`src/rtl/feed_pkg.sv`:
```
// constants, types and switch-code decoders for the paper-feed sense block
package feed_pkg;
  // clock and timing
  localparam int unsigned CLK_MHZ = 200;
  localparam int unsigned PICK_TIME_MS = 900;
  localparam int unsigned PICK_CYCLES_DEF = PICK_TIME_MS * CLK_MHZ * 1000;
  localparam int unsigned DEBOUNCE_TIME_US = 1000;
  localparam int unsigned DEBOUNCE_CYCLES_DEF = DEBOUNCE_TIME_US * CLK_MHZ;
  localparam int unsigned PICK_CNT_W = 28;
  localparam int unsigned DB_CNT_W = 18;

  // register byte addresses
  typedef logic [7:0] apb_addr_t;
  localparam apb_addr_t ADDR_CTRL = 8'h00;
  localparam apb_addr_t ADDR_CMD = 8'h04;
  localparam apb_addr_t ADDR_STATUS = 8'h08;
  localparam apb_addr_t ADDR_IRQ_STAT = 8'h0c;
  localparam apb_addr_t ADDR_IRQ_MASK = 8'h10;
  localparam apb_addr_t ADDR_PAGES = 8'h14;

  // control, command and status fields
  localparam int unsigned CTRL_TWO_TRAY = 0;
  localparam int unsigned CTRL_MANUAL = 1;
  localparam int unsigned CTRL_LOWER = 2;
  localparam int unsigned CTRL_W = 3;
  localparam logic [CTRL_W-1:0] CTRL_RESET = 3'h0;
  localparam int unsigned CMD_PICK = 0;
  localparam int unsigned ST_UPPER_LSB = 0;
  localparam int unsigned ST_LOWER_LSB = 4;
  localparam int unsigned ST_PAPER_OUT = 8;
  localparam int unsigned ST_BUSY = 12;
  localparam int unsigned ST_REG_ON = 13;
  localparam int unsigned ST_CODE_LSB = 16;
  localparam logic [7:0] PAPER_OUT_CODE = 8'h0b;

  // interrupt status bits
  localparam int unsigned IRQ_PAPER_OUT = 0;
  localparam int unsigned IRQ_FEED = 1;
  localparam int unsigned IRQ_EXIT = 2;
  localparam int unsigned IRQ_MANUAL = 3;
  localparam int unsigned IRQ_PICK_DONE = 4;
  localparam int unsigned IRQ_W = 5;
  localparam int unsigned PAGE_W = 4;

  // sensor vector positions
  localparam int unsigned IN_UA = 0;
  localparam int unsigned IN_UB = 1;
  localparam int unsigned IN_UC = 2;
  localparam int unsigned IN_LA = 3;
  localparam int unsigned IN_LB = 4;
  localparam int unsigned IN_LC = 5;
  localparam int unsigned IN_OUT_U = 6;
  localparam int unsigned IN_OUT_L = 7;
  localparam int unsigned IN_MAN = 8;
  localparam int unsigned IN_FEED = 9;
  localparam int unsigned IN_EXIT = 10;
  localparam int unsigned IN_W = 11;
  // switches idle high (nothing pushed), sensors idle clear
  localparam logic [IN_W-1:0] IN_RESET = 11'h03f;

  typedef enum logic [2:0] {
    SIZE_NONE = 3'h0,
    SIZE_LETTER = 3'h1,
    SIZE_LEGAL = 3'h2,
    SIZE_A4 = 3'h3,
    SIZE_B5 = 3'h4
  } size_t;

  // pin levels {bit1,bit2,bit3}, 1 = high = switch released
  localparam logic [2:0] SINGLE_A4 = 3'h2;
  localparam logic [2:0] SINGLE_B5 = 3'h4;
  localparam logic [2:0] SINGLE_LEGAL = 3'h1;
  localparam logic [2:0] SINGLE_LETTER = 3'h0;
  localparam logic [2:0] DUAL_LEGAL = 3'h6;
  localparam logic [2:0] DUAL_LETTER = 3'h7;
  localparam logic [2:0] DUAL_A4 = 3'h5;
  localparam logic [2:0] DUAL_B5 = 3'h3;

  typedef enum logic [1:0] {ST_IDLE, ST_PICK, ST_MANUAL} feed_state_t;

  function automatic size_t decode_single(input logic [2:0] lv);
    case (lv)
      SINGLE_A4: decode_single = SIZE_A4;
      SINGLE_B5: decode_single = SIZE_B5;
      SINGLE_LEGAL: decode_single = SIZE_LEGAL;
      SINGLE_LETTER: decode_single = SIZE_LETTER;
      default: decode_single = SIZE_NONE;
    endcase
  endfunction : decode_single

  function automatic size_t decode_dual(input logic [2:0] lv);
    case (lv)
      DUAL_LEGAL: decode_dual = SIZE_LEGAL;
      DUAL_LETTER: decode_dual = SIZE_LETTER;
      DUAL_A4: decode_dual = SIZE_A4;
      DUAL_B5: decode_dual = SIZE_B5;
      default: decode_dual = SIZE_NONE;
    endcase
  endfunction : decode_dual
endpackage : feed_pkg

```
`src/rtl/paper_feed_sense_control.sv`:
```
// paper-feed sensing, cassette decode and solenoid sequencing with an APB slave
`timescale 1ns/1ps
module paper_feed_sense_control #(
  parameter int unsigned PICK_CYCLES = feed_pkg::PICK_CYCLES_DEF,
  parameter int unsigned DEBOUNCE_CYCLES = feed_pkg::DEBOUNCE_CYCLES_DEF
) (
  input wire logic clk_sys,
  input wire logic reset_n,
  input wire logic psel,
  input wire logic penable,
  input wire logic pwrite,
  input wire feed_pkg::apb_addr_t paddr,
  input wire logic [31:0] pwdata,
  output logic pready,
  output logic [31:0] prdata,
  output logic pslverr,
  input wire logic size_switch_upper_a,
  input wire logic size_switch_upper_b,
  input wire logic size_switch_upper_c,
  input wire logic size_switch_lower_a,
  input wire logic size_switch_lower_b,
  input wire logic size_switch_lower_c,
  input wire logic paper_out_upper_blocked,
  input wire logic paper_out_lower_blocked,
  input wire logic manual_sense_blocked,
  input wire logic feed_sense_blocked,
  input wire logic exit_sense_blocked,
  input wire logic systems_synced,
  output logic upper_pickup_solenoid,
  output logic lower_pickup_solenoid,
  output logic manual_feed_solenoid,
  output logic registration_solenoid,
  output logic irq
);
  import feed_pkg::*;

  ////////////////////////////////////////////////////////////////////////////
  // input conditioning
  logic [IN_W-1:0] raw_in, clean_in;

  assign raw_in = {exit_sense_blocked, feed_sense_blocked, manual_sense_blocked,
                   paper_out_lower_blocked, paper_out_upper_blocked,
                   size_switch_lower_c, size_switch_lower_b, size_switch_lower_a,
                   size_switch_upper_c, size_switch_upper_b, size_switch_upper_a};

  // every switch and sensor filtered before anything looks at it
  for (genvar i = 0; i < IN_W; i++) begin : g_db
    input_debounce #(.CYCLES(DEBOUNCE_CYCLES), .RESET_LEVEL(IN_RESET[i])) u_db (
      .clk_sys(clk_sys), .reset_n(reset_n), .raw_in(raw_in[i]), .stable_out(clean_in[i]));
  end

  // single-tray model shares the upper switch pins
  wire logic single_tray_size_bit1 = clean_in[IN_UA];
  wire logic single_tray_size_bit2 = clean_in[IN_UB];
  wire logic single_tray_size_bit3 = clean_in[IN_UC];
  wire logic upper_tray_size_bit1 = clean_in[IN_UA];
  wire logic upper_tray_size_bit2 = clean_in[IN_UB];
  wire logic upper_tray_size_bit3 = clean_in[IN_UC];
  wire logic lower_tray_size_bit1 = clean_in[IN_LA];
  wire logic lower_tray_size_bit2 = clean_in[IN_LB];
  wire logic lower_tray_size_bit3 = clean_in[IN_LC];
  ////////////////////////////////////////////////////////////////////////////
  // registers and state
  logic [CTRL_W-1:0] ctrl_reg, ctrl_next;
  logic [IRQ_W-1:0] irq_stat_reg, irq_stat_next;
  logic [IRQ_W-1:0] irq_mask_reg, irq_mask_next;
  logic [PAGE_W-1:0] pages_reg, pages_next;
  size_t upper_size_reg, upper_size_next;
  size_t lower_size_reg, lower_size_next;
  logic paper_out_reg, paper_out_next;
  feed_state_t state_reg, state_next;
  logic [PICK_CNT_W-1:0] pick_cnt_reg, pick_cnt_next;
  logic upper_sol_reg, upper_sol_next, lower_sol_reg, lower_sol_next;
  logic manual_sol_reg, manual_sol_next;
  logic reg_wait_reg, reg_wait_next, reg_sol_reg, reg_sol_next;
  logic feed_prev_reg, exit_prev_reg;
  logic pready_reg, pready_next, pslverr_reg, pslverr_next;
  logic [31:0] prdata_reg, prdata_next;
  logic irq_reg, irq_next;

  logic two_tray, manual_mode, lower_sel;
  logic feed_rise, feed_fall, exit_rise;
  logic wr_en, rd_en, pick_req;
  logic [IRQ_W-1:0] events;

  assign two_tray = ctrl_reg[CTRL_TWO_TRAY];
  assign manual_mode = ctrl_reg[CTRL_MANUAL];
  assign lower_sel = ctrl_reg[CTRL_LOWER] & two_tray;
  assign feed_rise = clean_in[IN_FEED] & ~feed_prev_reg;
  assign feed_fall = ~clean_in[IN_FEED] & feed_prev_reg;
  assign exit_rise = clean_in[IN_EXIT] & ~exit_prev_reg;
  assign wr_en = psel & penable & pwrite & ~pready_reg;
  assign rd_en = psel & penable & ~pwrite & ~pready_reg;
  assign pick_req = wr_en & (paddr == ADDR_CMD) & pwdata[CMD_PICK];
  ////////////////////////////////////////////////////////////////////////////
  // cassette decode and paper-out status
  always_comb begin
    // three switch levels form one code, low level = tab present
    if (two_tray) begin
      upper_size_next = decode_dual({upper_tray_size_bit1, upper_tray_size_bit2,
                                     upper_tray_size_bit3});
    end else begin
      upper_size_next = decode_single({single_tray_size_bit1, single_tray_size_bit2,
                                       single_tray_size_bit3});
    end
    // lower tray only exists on the two-tray model
    lower_size_next = two_tray ? decode_dual({lower_tray_size_bit1, lower_tray_size_bit2,
                                              lower_tray_size_bit3}) : SIZE_NONE;
    // absent cassette or blocked sensor on the selected tray
    if (lower_sel) begin
      paper_out_next = (lower_size_reg == SIZE_NONE) | clean_in[IN_OUT_L];
    end else begin
      paper_out_next = (upper_size_reg == SIZE_NONE) | clean_in[IN_OUT_U];
    end
  end
  ////////////////////////////////////////////////////////////////////////////
  // pickup and manual feed sequencer
  always_comb begin
    state_next = state_reg;
    pick_cnt_next = pick_cnt_reg;
    upper_sol_next = 1'b0;
    lower_sol_next = 1'b0;
    manual_sol_next = 1'b0;
    case (state_reg)
      ST_IDLE: begin
        pick_cnt_next = '0;
        // manual paper only looked at in manual mode
        if (manual_mode && clean_in[IN_MAN] && !clean_in[IN_FEED]) begin
          state_next = ST_MANUAL;
          manual_sol_next = 1'b1;
        end else if (pick_req && !manual_mode && !paper_out_reg) begin
          state_next = ST_PICK;
          upper_sol_next = ~lower_sel;
          lower_sol_next = lower_sel;
        end
      end
      ST_PICK: begin
        // fixed clock count gives one pulse, one ring turn
        if (pick_cnt_reg >= PICK_CNT_W'(PICK_CYCLES - 1)) begin
          state_next = ST_IDLE;
          pick_cnt_next = '0;
        end else begin
          pick_cnt_next = pick_cnt_reg + 1'b1;
          upper_sol_next = upper_sol_reg;
          lower_sol_next = lower_sol_reg;
        end
      end
      ST_MANUAL: begin
        // hold until the sheet reaches the shutter sensor or mode drops
        if (clean_in[IN_FEED] || !manual_mode) begin
          state_next = ST_IDLE;
        end else begin
          manual_sol_next = 1'b1;
        end
      end
      default: begin
        state_next = ST_IDLE;
        pick_cnt_next = '0;
      end
    endcase
  end
  ////////////////////////////////////////////////////////////////////////////
  // registration shutter and page tracking
  always_comb begin
    reg_wait_next = reg_wait_reg;
    reg_sol_next = reg_sol_reg;
    // paper at the shutter starts the sync wait
    if (feed_rise) begin
      reg_wait_next = 1'b1;
    end
    // release only once the other systems are in step
    if (reg_wait_reg && systems_synced && clean_in[IN_FEED]) begin
      reg_sol_next = 1'b1;
      reg_wait_next = 1'b0;
    end
    if (feed_fall) begin
      reg_sol_next = 1'b0;
      reg_wait_next = 1'b0;
    end
    // pages registered but not yet seen at the exit
    pages_next = pages_reg;
    if (feed_rise && !(exit_rise && pages_reg != '0)) begin
      pages_next = (pages_reg == '1) ? pages_reg : pages_reg + 1'b1;
    end else if (!feed_rise && exit_rise && pages_reg != '0) begin
      pages_next = pages_reg - 1'b1;
    end
  end
  ////////////////////////////////////////////////////////////////////////////
  // APB slave, interrupt status and mask
  always_comb begin
    events = '0;
    events[IRQ_PAPER_OUT] = paper_out_next & ~paper_out_reg;
    events[IRQ_FEED] = feed_rise;
    events[IRQ_EXIT] = exit_rise;
    events[IRQ_MANUAL] = (state_reg == ST_IDLE) & (state_next == ST_MANUAL);
    events[IRQ_PICK_DONE] = (state_reg == ST_PICK) & (state_next == ST_IDLE);
    ctrl_next = ctrl_reg;
    irq_mask_next = irq_mask_reg;
    irq_stat_next = irq_stat_reg;
    pready_next = psel & penable & ~pready_reg;
    pslverr_next = 1'b0;
    prdata_next = prdata_reg;
    if (wr_en) begin
      case (paddr)
        ADDR_CTRL: ctrl_next = pwdata[CTRL_W-1:0];
        ADDR_IRQ_MASK: irq_mask_next = pwdata[IRQ_W-1:0];
        ADDR_IRQ_STAT: irq_stat_next = irq_stat_reg & ~pwdata[IRQ_W-1:0];
        ADDR_CMD: ;
        default: pslverr_next = 1'b1;
      endcase
    end
    // a new event wins over a write-one clear in the same cycle
    irq_stat_next = irq_stat_next | events;
    if (rd_en) begin
      prdata_next = '0;
      case (paddr)
        ADDR_CTRL: prdata_next[CTRL_W-1:0] = ctrl_reg;
        ADDR_CMD: ;
        ADDR_STATUS: begin
          prdata_next[ST_UPPER_LSB +: 3] = upper_size_reg;
          prdata_next[ST_LOWER_LSB +: 3] = lower_size_reg;
          prdata_next[ST_PAPER_OUT] = paper_out_reg;
          prdata_next[ST_BUSY] = (state_reg != ST_IDLE);
          prdata_next[ST_REG_ON] = reg_sol_reg;
          prdata_next[ST_CODE_LSB +: 8] = paper_out_reg ? PAPER_OUT_CODE : 8'h00;
        end
        ADDR_IRQ_STAT: prdata_next[IRQ_W-1:0] = irq_stat_reg;
        ADDR_IRQ_MASK: prdata_next[IRQ_W-1:0] = irq_mask_reg;
        ADDR_PAGES: prdata_next[PAGE_W-1:0] = pages_reg;
        default: pslverr_next = 1'b1;
      endcase
    end
    irq_next = |(irq_stat_reg & irq_mask_reg);
  end
  ////////////////////////////////////////////////////////////////////////////
  // state registers
  always_ff @(posedge clk_sys or negedge reset_n) begin
    if (!reset_n) begin
      ctrl_reg <= CTRL_RESET;
      irq_stat_reg <= '0;
      irq_mask_reg <= '0;
      pages_reg <= '0;
      upper_size_reg <= SIZE_NONE;
      lower_size_reg <= SIZE_NONE;
      paper_out_reg <= 1'b1;
      state_reg <= ST_IDLE;
      pick_cnt_reg <= '0;
      upper_sol_reg <= 1'b0;
      lower_sol_reg <= 1'b0;
      manual_sol_reg <= 1'b0;
      reg_wait_reg <= 1'b0;
      reg_sol_reg <= 1'b0;
      feed_prev_reg <= 1'b0;
      exit_prev_reg <= 1'b0;
      pready_reg <= 1'b0;
      pslverr_reg <= 1'b0;
      prdata_reg <= '0;
      irq_reg <= 1'b0;
    end else begin
      ctrl_reg <= ctrl_next;
      irq_stat_reg <= irq_stat_next;
      irq_mask_reg <= irq_mask_next;
      pages_reg <= pages_next;
      upper_size_reg <= upper_size_next;
      lower_size_reg <= lower_size_next;
      paper_out_reg <= paper_out_next;
      state_reg <= state_next;
      pick_cnt_reg <= pick_cnt_next;
      upper_sol_reg <= upper_sol_next;
      lower_sol_reg <= lower_sol_next;
      manual_sol_reg <= manual_sol_next;
      reg_wait_reg <= reg_wait_next;
      reg_sol_reg <= reg_sol_next;
      feed_prev_reg <= clean_in[IN_FEED];
      exit_prev_reg <= clean_in[IN_EXIT];
      pready_reg <= pready_next;
      pslverr_reg <= pslverr_next;
      prdata_reg <= prdata_next;
      irq_reg <= irq_next;
    end
  end

  assign pready = pready_reg;
  assign prdata = prdata_reg;
  assign pslverr = pslverr_reg;
  assign upper_pickup_solenoid = upper_sol_reg;
  assign lower_pickup_solenoid = lower_sol_reg;
  assign manual_feed_solenoid = manual_sol_reg;
  assign registration_solenoid = reg_sol_reg;
  assign irq = irq_reg;
endmodule : paper_feed_sense_control

```
`src/rtl/input_debounce.sv`:
```
// one-bit synchroniser and stability filter for a switch or sensor
`timescale 1ns/1ps
module input_debounce #(
  parameter int unsigned CYCLES = 4,
  parameter logic RESET_LEVEL = 1'b0
) (
  input wire logic clk_sys,
  input wire logic reset_n,
  input wire logic raw_in,
  output logic stable_out
);
  import feed_pkg::*;

  logic meta_reg;
  logic sync_reg;
  logic stable_reg;
  logic stable_next;
  logic [DB_CNT_W-1:0] cnt_reg;
  logic [DB_CNT_W-1:0] cnt_next;

  // change accepted only after the level held for CYCLES clocks
  always_comb begin
    stable_next = stable_reg;
    cnt_next = '0;
    if (sync_reg != stable_reg) begin
      if (cnt_next == cnt_reg || cnt_reg < DB_CNT_W'(CYCLES - 1)) begin
        cnt_next = cnt_reg + 1'b1;
      end
      if (cnt_reg >= DB_CNT_W'(CYCLES - 1)) begin
        stable_next = sync_reg;
        cnt_next = '0;
      end
    end
  end

  // first stage feeds only the second
  always_ff @(posedge clk_sys or negedge reset_n) begin
    if (!reset_n) begin
      meta_reg <= RESET_LEVEL;
      sync_reg <= RESET_LEVEL;
      stable_reg <= RESET_LEVEL;
      cnt_reg <= '0;
    end else begin
      meta_reg <= raw_in;
      sync_reg <= meta_reg;
      stable_reg <= stable_next;
      cnt_reg <= cnt_next;
    end
  end

  assign stable_out = stable_reg;
endmodule : input_debounce

```
`config.mk`:
```
export PLATFORM = sky130hd
export DESIGN_NAME = paper_feed_sense_control
export DESIGN_NICKNAME = d
export VERILOG_FILES = /design/src/rtl/feed_pkg.sv /design/src/rtl/paper_feed_sense_control.sv /design/src/rtl/input_debounce.sv
export SDC_FILE = /design/constraint.sdc
export NUM_CORES = 1
export LEC_CHECK = 0
export BUFFER_PORTS_ARGS = -buffer_cell sky130_fd_sc_hd__buf_4
export CAP_MARGIN = 30
export CORE_MARGIN = 1
export CORE_UTILIZATION = 25
export DETAILED_ROUTE_END_ITERATION = 6
export GPL_TIMING_DRIVEN = 0
export PLACE_DENSITY = 0.48
export SLEW_MARGIN = 10
export SYNTH_ARGS = -nofsm -noshare
export SYNTH_HDL_FRONTEND = slang
export SYNTH_HIERARCHICAL = 1
export SYNTH_SLANG_ARGS = --single-unit
```
`constraint.sdc`:
```
create_clock -name clk_sys -period 5.9 [get_ports clk_sys]
set_clock_uncertainty 0.2 [all_clocks]
set_input_delay 0.295 -clock clk_sys [delete_from_list [all_inputs] [get_ports clk_sys]]
set_output_delay 0.295 -clock clk_sys [all_outputs]
set_load 0.005 [all_outputs]
```
== Yosys cells after proc, flatten, opt, wreduce, memory -nomap -nowiden ==
Cells that the tools add are included.
Operators by class
  add/sub/neg operators: 14
  order comparisons: 23
  eq/ne operators: 33
  multiplexer cells: 78
  bitwise operators: 28
  reductions and logical operators: 66
Operators with widths (number)
  $mux W18: 33
  $add A18 B1 Y18 const B: 11
  $ge A18 B18 Y1 const B: 11
  $logic_not A18 Y1: 11
  $lt A18 B18 Y1 const B: 11
  $pmux W28 S2: 1
  $pmux W3 S4: 3
  $add A28 B1 Y28 const B: 1
  $ge A28 B28 Y1 const B: 1
  $mux W28: 1
  $reduce_and A2 Y1: 14
  $eq A3 B3 Y1 const B: 7
  $mux W4: 5
  $mux W1: 18
  $eq A8 B4 Y1 const B: 2
  $eq A8 B5 Y1 const B: 2
  $and A1 B1 Y1: 15
  $pmux W3 S5: 1
  $logic_or A1 B1 Y1: 12
  $mux W2: 6
  $ne A1 B1 Y1: 11
  $and A5 B5 Y5: 2
  $logic_and A1 B1 Y1: 10
  $mux W5: 2
  other kinds (27): 51
Storage, ports and cells
  bits in registers: 313
  input port bits: 57
  output and inout bits: 39
  word-level logic and storage cells: 306

== Longest topological paths before layout ==
  depth after elaboration: 13
  depth in mapped cells: 9
  gate-level depth less buffers: 9

== Modules after synthesis ==
Netlist, hierarchy kept.
Modules (own cells, without submodules)
  input_debounce at g_db[0].u_db ...: instances 6, cells an instance 103, area each 1072.3 sq um, seq. area each 529.3 sq um
  input_debounce at g_db[10].u_db ...: instances 5, cells an instance 103, area each 1068.5 sq um, seq. area each 525.5 sq um
  paper_feed_sense_control: instances 1, cells an instance 413, area each 3995.1 sq um, seq. area each 1853.0 sq um

== Worst setup path before layout ==
No wires, ideal clock.
  path kind: flip-flop to flip-flop
  start point: reg pages_reg[0]
  end point: reg pages_reg[3]
  setup time: 0.123 ns
  arrival time: 1.914 ns
  setup slack: 3.663 ns
  stages on the path, launching flop included: 9
  buffers on the path: 0
  path through: dfrtp_1 -> nor4_1 -> o21ai_0 -> ha_1 -> a21o_1 -> a21oi_1 -> xnor2_1 -> nand2_1 -> xnor2_1
On the way
  word-level cells in the longest chain between the ends: 6
Ends and longest elaborated chain
  start, declared: RTL line paper_feed_sense_control.sv:67  | logic [PAGE_W-1:0] pages_reg, pages_next;
  start signal, assigned: RTL line paper_feed_sense_control.sv:263  | pages_reg <= pages_next;
  branches (longest 6 deep; another with $sub A4 B1 Y4)
Parallel ways; which one is timed is not known. The select of a mux whose other input is x is not followed.
A chain may end at the register's enable or synchronous reset.

== Final worst setup path ==
  start point: reg g_db[9].u_db.stable_reg
  end point: reg pages_reg[3]
On the way
  word-level cells in the longest chain between the ends: 6
Ends and longest elaborated chain
  start, declared: RTL line input_debounce.sv:16  | logic stable_reg;
  start signal, assigned: RTL line input_debounce.sv:46  | stable_reg <= stable_next;
  $and A1 B1 Y1 (*): RTL line paper_feed_sense_control.sv:89  | assign feed_rise = clean_in[IN_FEED] & ~feed_prev_reg;
  $logic_not A1 Y1: RTL line paper_feed_sense_control.sv:184  | end else if (!feed_rise && exit_rise && pages_reg != '0) begin
  $logic_and A1 B1 Y1 (2 in series): RTL line paper_feed_sense_control.sv:184
  $reduce_bool A2 Y1 (no line)
  $reduce_and A2 Y1 (no line)
Every way passes the cells marked *; elsewhere a longest branch is shown, timed or not.

==> metrics.md <==
| Metric | Value |
|---|---|
| Launch point of the worst path | g_db[9].u_db/stable_out$_DFFE_PN0P_ |
| Flops & latches, synth | 305 |
| Final count of pins violating max slew | 0 |
| Die height | 253 µm |
| Reg-to-Reg End | pages_reg[3]$_DFFE_PN0P_ |
| P_leak | 7.33 nW |
| Required time worst endpoint | a little over 6000 ps |
| Design Power | roughly 4.6 mW |
| CP arrival | 2670 ps |
| Cell taking the most area after synthesis | dfrtp_1 |
| Number of failing setup endpoints in the final timing report | 0 |
| Design internal power | 3.59 mW |
| Worst Max-Slew Pin Slew | between 600 and 700 ps |
| Unique masters post-synth | 71 |
| Share of the synthesized area in the top cell type | 0.454 |
| Switching power | 1.06 mW |
| Largest net degree at the start of global routing | approximately 110 |
| Worst Reg2Reg Path Length in Cells | 8 |
| Final ANT Viol Nets | 0 |
| End of the critical path | pages_reg[3]$_DFFE_PN0P_ |
| Number of placed I/O pins | 96 |
| Register-to-register path setup slack | 3460 ps |
| Final global-route overflow total | 0 |
| TritonCTS clock tree | built |
| Antenna violations before repair | 2 |
| Netlist area before placement | 15800 µm² |
| Count of input and output buffers | 47 |
| Maximum fanout along the worst path | 8 |
| Number of hold-slack violations in the final timing report | 0 |
| Area of the die | around 64000 µm² |
| Clock input transition at the sequential cells of the worst setup and hold paths | 60 ps |
| Flop pwr share | 0.467 |
| Run status | completed |
| Setup TNS after final layout | 0 ps |
| Setup slack at placement | 3400 ps |
| Switching share of power | 0.229 |
| Total wirelength of the detailed-routed design | around 35000 µm |
| Number of levels in the clock H-tree | 2 |
| Startpoint of the worst register-to-register path | g_db[9].u_db/stable_out$_DFFE_PN0P_ |
| Prevailing post-synth register cell | dfrtp_1 |
| Max Fclk | approximately 410 MHz |
| Net count, final | 1761 |
| Clock share of power | 0.488 |
| Overall via count from detail_route | approximately 11000 |
| Leading cell types by total area after synthesis | dfrtp_1 45%, xnor2_1 8.2%, nor2_1 5.2% |
| Clock period minus final worst setup slack | 2440 ps |
| Count of inserted antenna diode cells | 0 |
| Worst-skew pair later-pin latency | 550 ps |
| Min-Delay Path Class | input pin to flop |
| Violation count after the first detailed-route iteration | 742 |
| Max FFs per register | 198 |
| Unrepaired setup endpoints after global routing | false |
| CTS sink cnt | 305 |
| Synth Instances | 1546 |
| Synth Area per Inst | a little over 10 µm² |
| Number of violations of the max-capacitance limit | 0 |
| Dpl hpwl | 24000 µm |
| Combinational cell fraction of total power | 0.045 |
| Maximum ir drop on the vdd rail | 133 µV |
| Vias per cell | 4.52 |
| Row count | 91 |
| Overall track demand over capacity in global routing | 0.113 |
| Amount of wire on met2 after detailed routing | 15400 µm |
| Vias in the first global route | 11500 |
| Fraction of layout instances using a drive strength above 1 | 0.170 |
| Clock root cell | clkbuf_16 |
| Tcrit/Tclk final | 0.414 |
| CTS buffer count | 37 |
| Weighted congestion at the end of routability-driven global placement | 0.796 |
| Sequential share of the synthesized area | 0.485 |
| Worst setup slack after layout | 3460 ps |
| DRC violations left | 0 |
| Average routed wire per standard cell | 13.8 µm |
| Number of enable-type register cells in the synthesized netlist | 0 |
| Power density over the cells | between 200 and 250 nW/µm² |
| First-pass GRT wire length | 59700 µm |
| Area Growth Syn to Fin | 19.1% |
| Category of the worst setup path capture point | flop |
| Async S/R FF share, synth | 1.00 |
| Critical path type | flop to flop |
| Met3 wire len | 1400 µm |
| Metal1 wirelength | 17500 µm |
| Maximum count of clock buffers along a single path | 3 |
| Width of the die | 253 µm |
| Type of element launching the critical path | flop |
| Highest signal layer in the routed design | met5 |
| Number of buffers inserted to repair setup after CTS | 0 |
| TritonRoute pass-1 iters | 5 |
| Floorplan Core Area | 62100 µm² |
| Synth Warn # | 6 |
| Effective utilization at floorplan | 0.254 |
| Worst rel slew slack | 0.576 |
[cells in the mapped netlist (12+ instances only)]
library cell and instances:
inv_1 73, ha_1 27, or4_4 12, nor3_1 78, xnor2_1 147, buf_4 34, dfstp_2 19, o31ai_1 27
nand4_1 38, a21o_1 14, o211ai_1 24, or2_1 12, mux2_2 21, o21ai_0 18, xor2_1 25, nand2_1 118
nor4_1 59, nand3_1 58, dfrtp_1 286, a21oi_1 27, nor2_1 218, nand3_4 22
[worst min path at each step]
stage | from | endpoint | slack (ps) | cells after the start
final | penable | pslverr$_DFF_PN0_ | 50 | 3
after global routing | penable | pslverr$_DFF_PN0_ | 50 | 3
after CTS | penable | pslverr$_DFF_PN0_ | 20 | 3
after detailed placement | reset_n | g_db[8].u_db/cnt_reg[13]$_DFF_PN0_ | -30 | 1
after global placement | g_db[9].u_db/meta_reg$_DFF_PN0_ | g_db[9].u_db/sync_reg$_DFF_PN0_ | 140 | 0
after floorplan | reset_n | ctrl_reg[0]$_DFFE_PN0P_ | -200 | 0
[layout by cell type (no fill, tap or decap), types with 7 or more instances in the layout]
master | netlist | layout
dfrtp_1 | 286 | 286
buf_6 | 11 | 11
nand2_1 | 118 | 118
o31ai_1 | 27 | 27
a22o_1 | 7 | 7
a21o_1 | 14 | 14
clkbuf_16 | 0 | 39
a21oi_2 | 11 | 11
a21oi_1 | 27 | 27
nor2_1 | 218 | 218
nand3_1 | 58 | 58
or2_1 | 12 | 12
clkbuf_1 | 10 | 19
xor2_1 | 25 | 25
o21ai_1 | 7 | 7
buf_4 | 34 | 80
nand4_1 | 38 | 38
or4_4 | 12 | 12
clkbuf_8 | 0 | 9
conb_1 | 1 | 19
dfstp_2 | 19 | 19
dlygate4sd3_1 | 0 | 21
nor4_1 | 59 | 59
clkinv_2 | 0 | 8
nor3_1 | 78 | 78
o221ai_1 | 9 | 9
mux2i_1 | 7 | 7
nand4_2 | 11 | 11
nor4_2 | 11 | 11
mux2_2 | 21 | 21
o211ai_1 | 24 | 24
or2_4 | 11 | 11
or3b_1 | 11 | 11
o41ai_1 | 11 | 11
inv_1 | 73 | 73
nand3_4 | 22 | 22
ha_1 | 27 | 27
o21ai_0 | 18 | 18
xnor2_1 | 147 | 147
[repair_timing]
| item | CTS | global route |
|---|---|---|
| gates resized for setup | 0 | 0 |
| hold buffers | 22 | 0 |
| hold endpoints to repair | 128 | 0 |
[per-layer routing]
metal,vias to the layer above,GRT usage
met5,-,0
met1,5589,0.160
met4,2,0.0353
met3,45,0.0212
met2,180,0.172
li1,5676,-
[logic make-up (layout without fill, tap and decap cells)]
family	count (synthesis)	in the layout	synth area share
compound gates	186	186	0.0847
xor+xnor	172	172	0.0955
fa+ha+maj	28	28	0.0227
buf+inv	133	273	0.0454
flops	305	305	0.485
mux	28	28	0.0194
other cells	1	19	0.000238
simple gates	693	693	0.247
[power by group through the flow]
stage	clock [mW]	combinational, mW	sequential, mW
2_1_floorplan	0	0.0982	2.20
3_3_place_gp	0	0.193	2.21
3_5_place_dp	0	0.203	2.21
4_1_cts	2.37	0.218	2.17
5_1_grt	2.45	0.240	2.18
6_report	2.27	0.210	2.17
[metrics by stage]
step,instances,cell area (µm²),hold WS [ps],util
final,2541,18800,53.4,0.303
after global routing,2541,18800,54.7,0.303
after CTS,2541,18800,21.6,0.303
after detailed placement,2452,17300,-33.0,0.279
after global placement,2448,17200,140,0.278
after floorplan,1564,15800,-201,-
[worst max-delay path: stages, from the launching register on]
cell	delay, ps
dfrtp_1	550
ha_1	300
o21ai_0	260
ha_1	350
a21o_1	170
a21oi_1	170
xnor2_1	130
nand2_1	90
xnor2_1	120
[area by class of cell]
class / instances / area (µm²)
inverters: 73 / 274
flip-flops and latches: 305 / 7660
clock buffers: 57 / 1130
plain buffers: 60 / 442
well taps: 837 / 1050
clock inverters: 10 / 78.8
repair buffers: 73 / 678
multi-input cells: 1126 / 7470
fillers: 6384 / 43300
(Power assumes the default switching activity.)
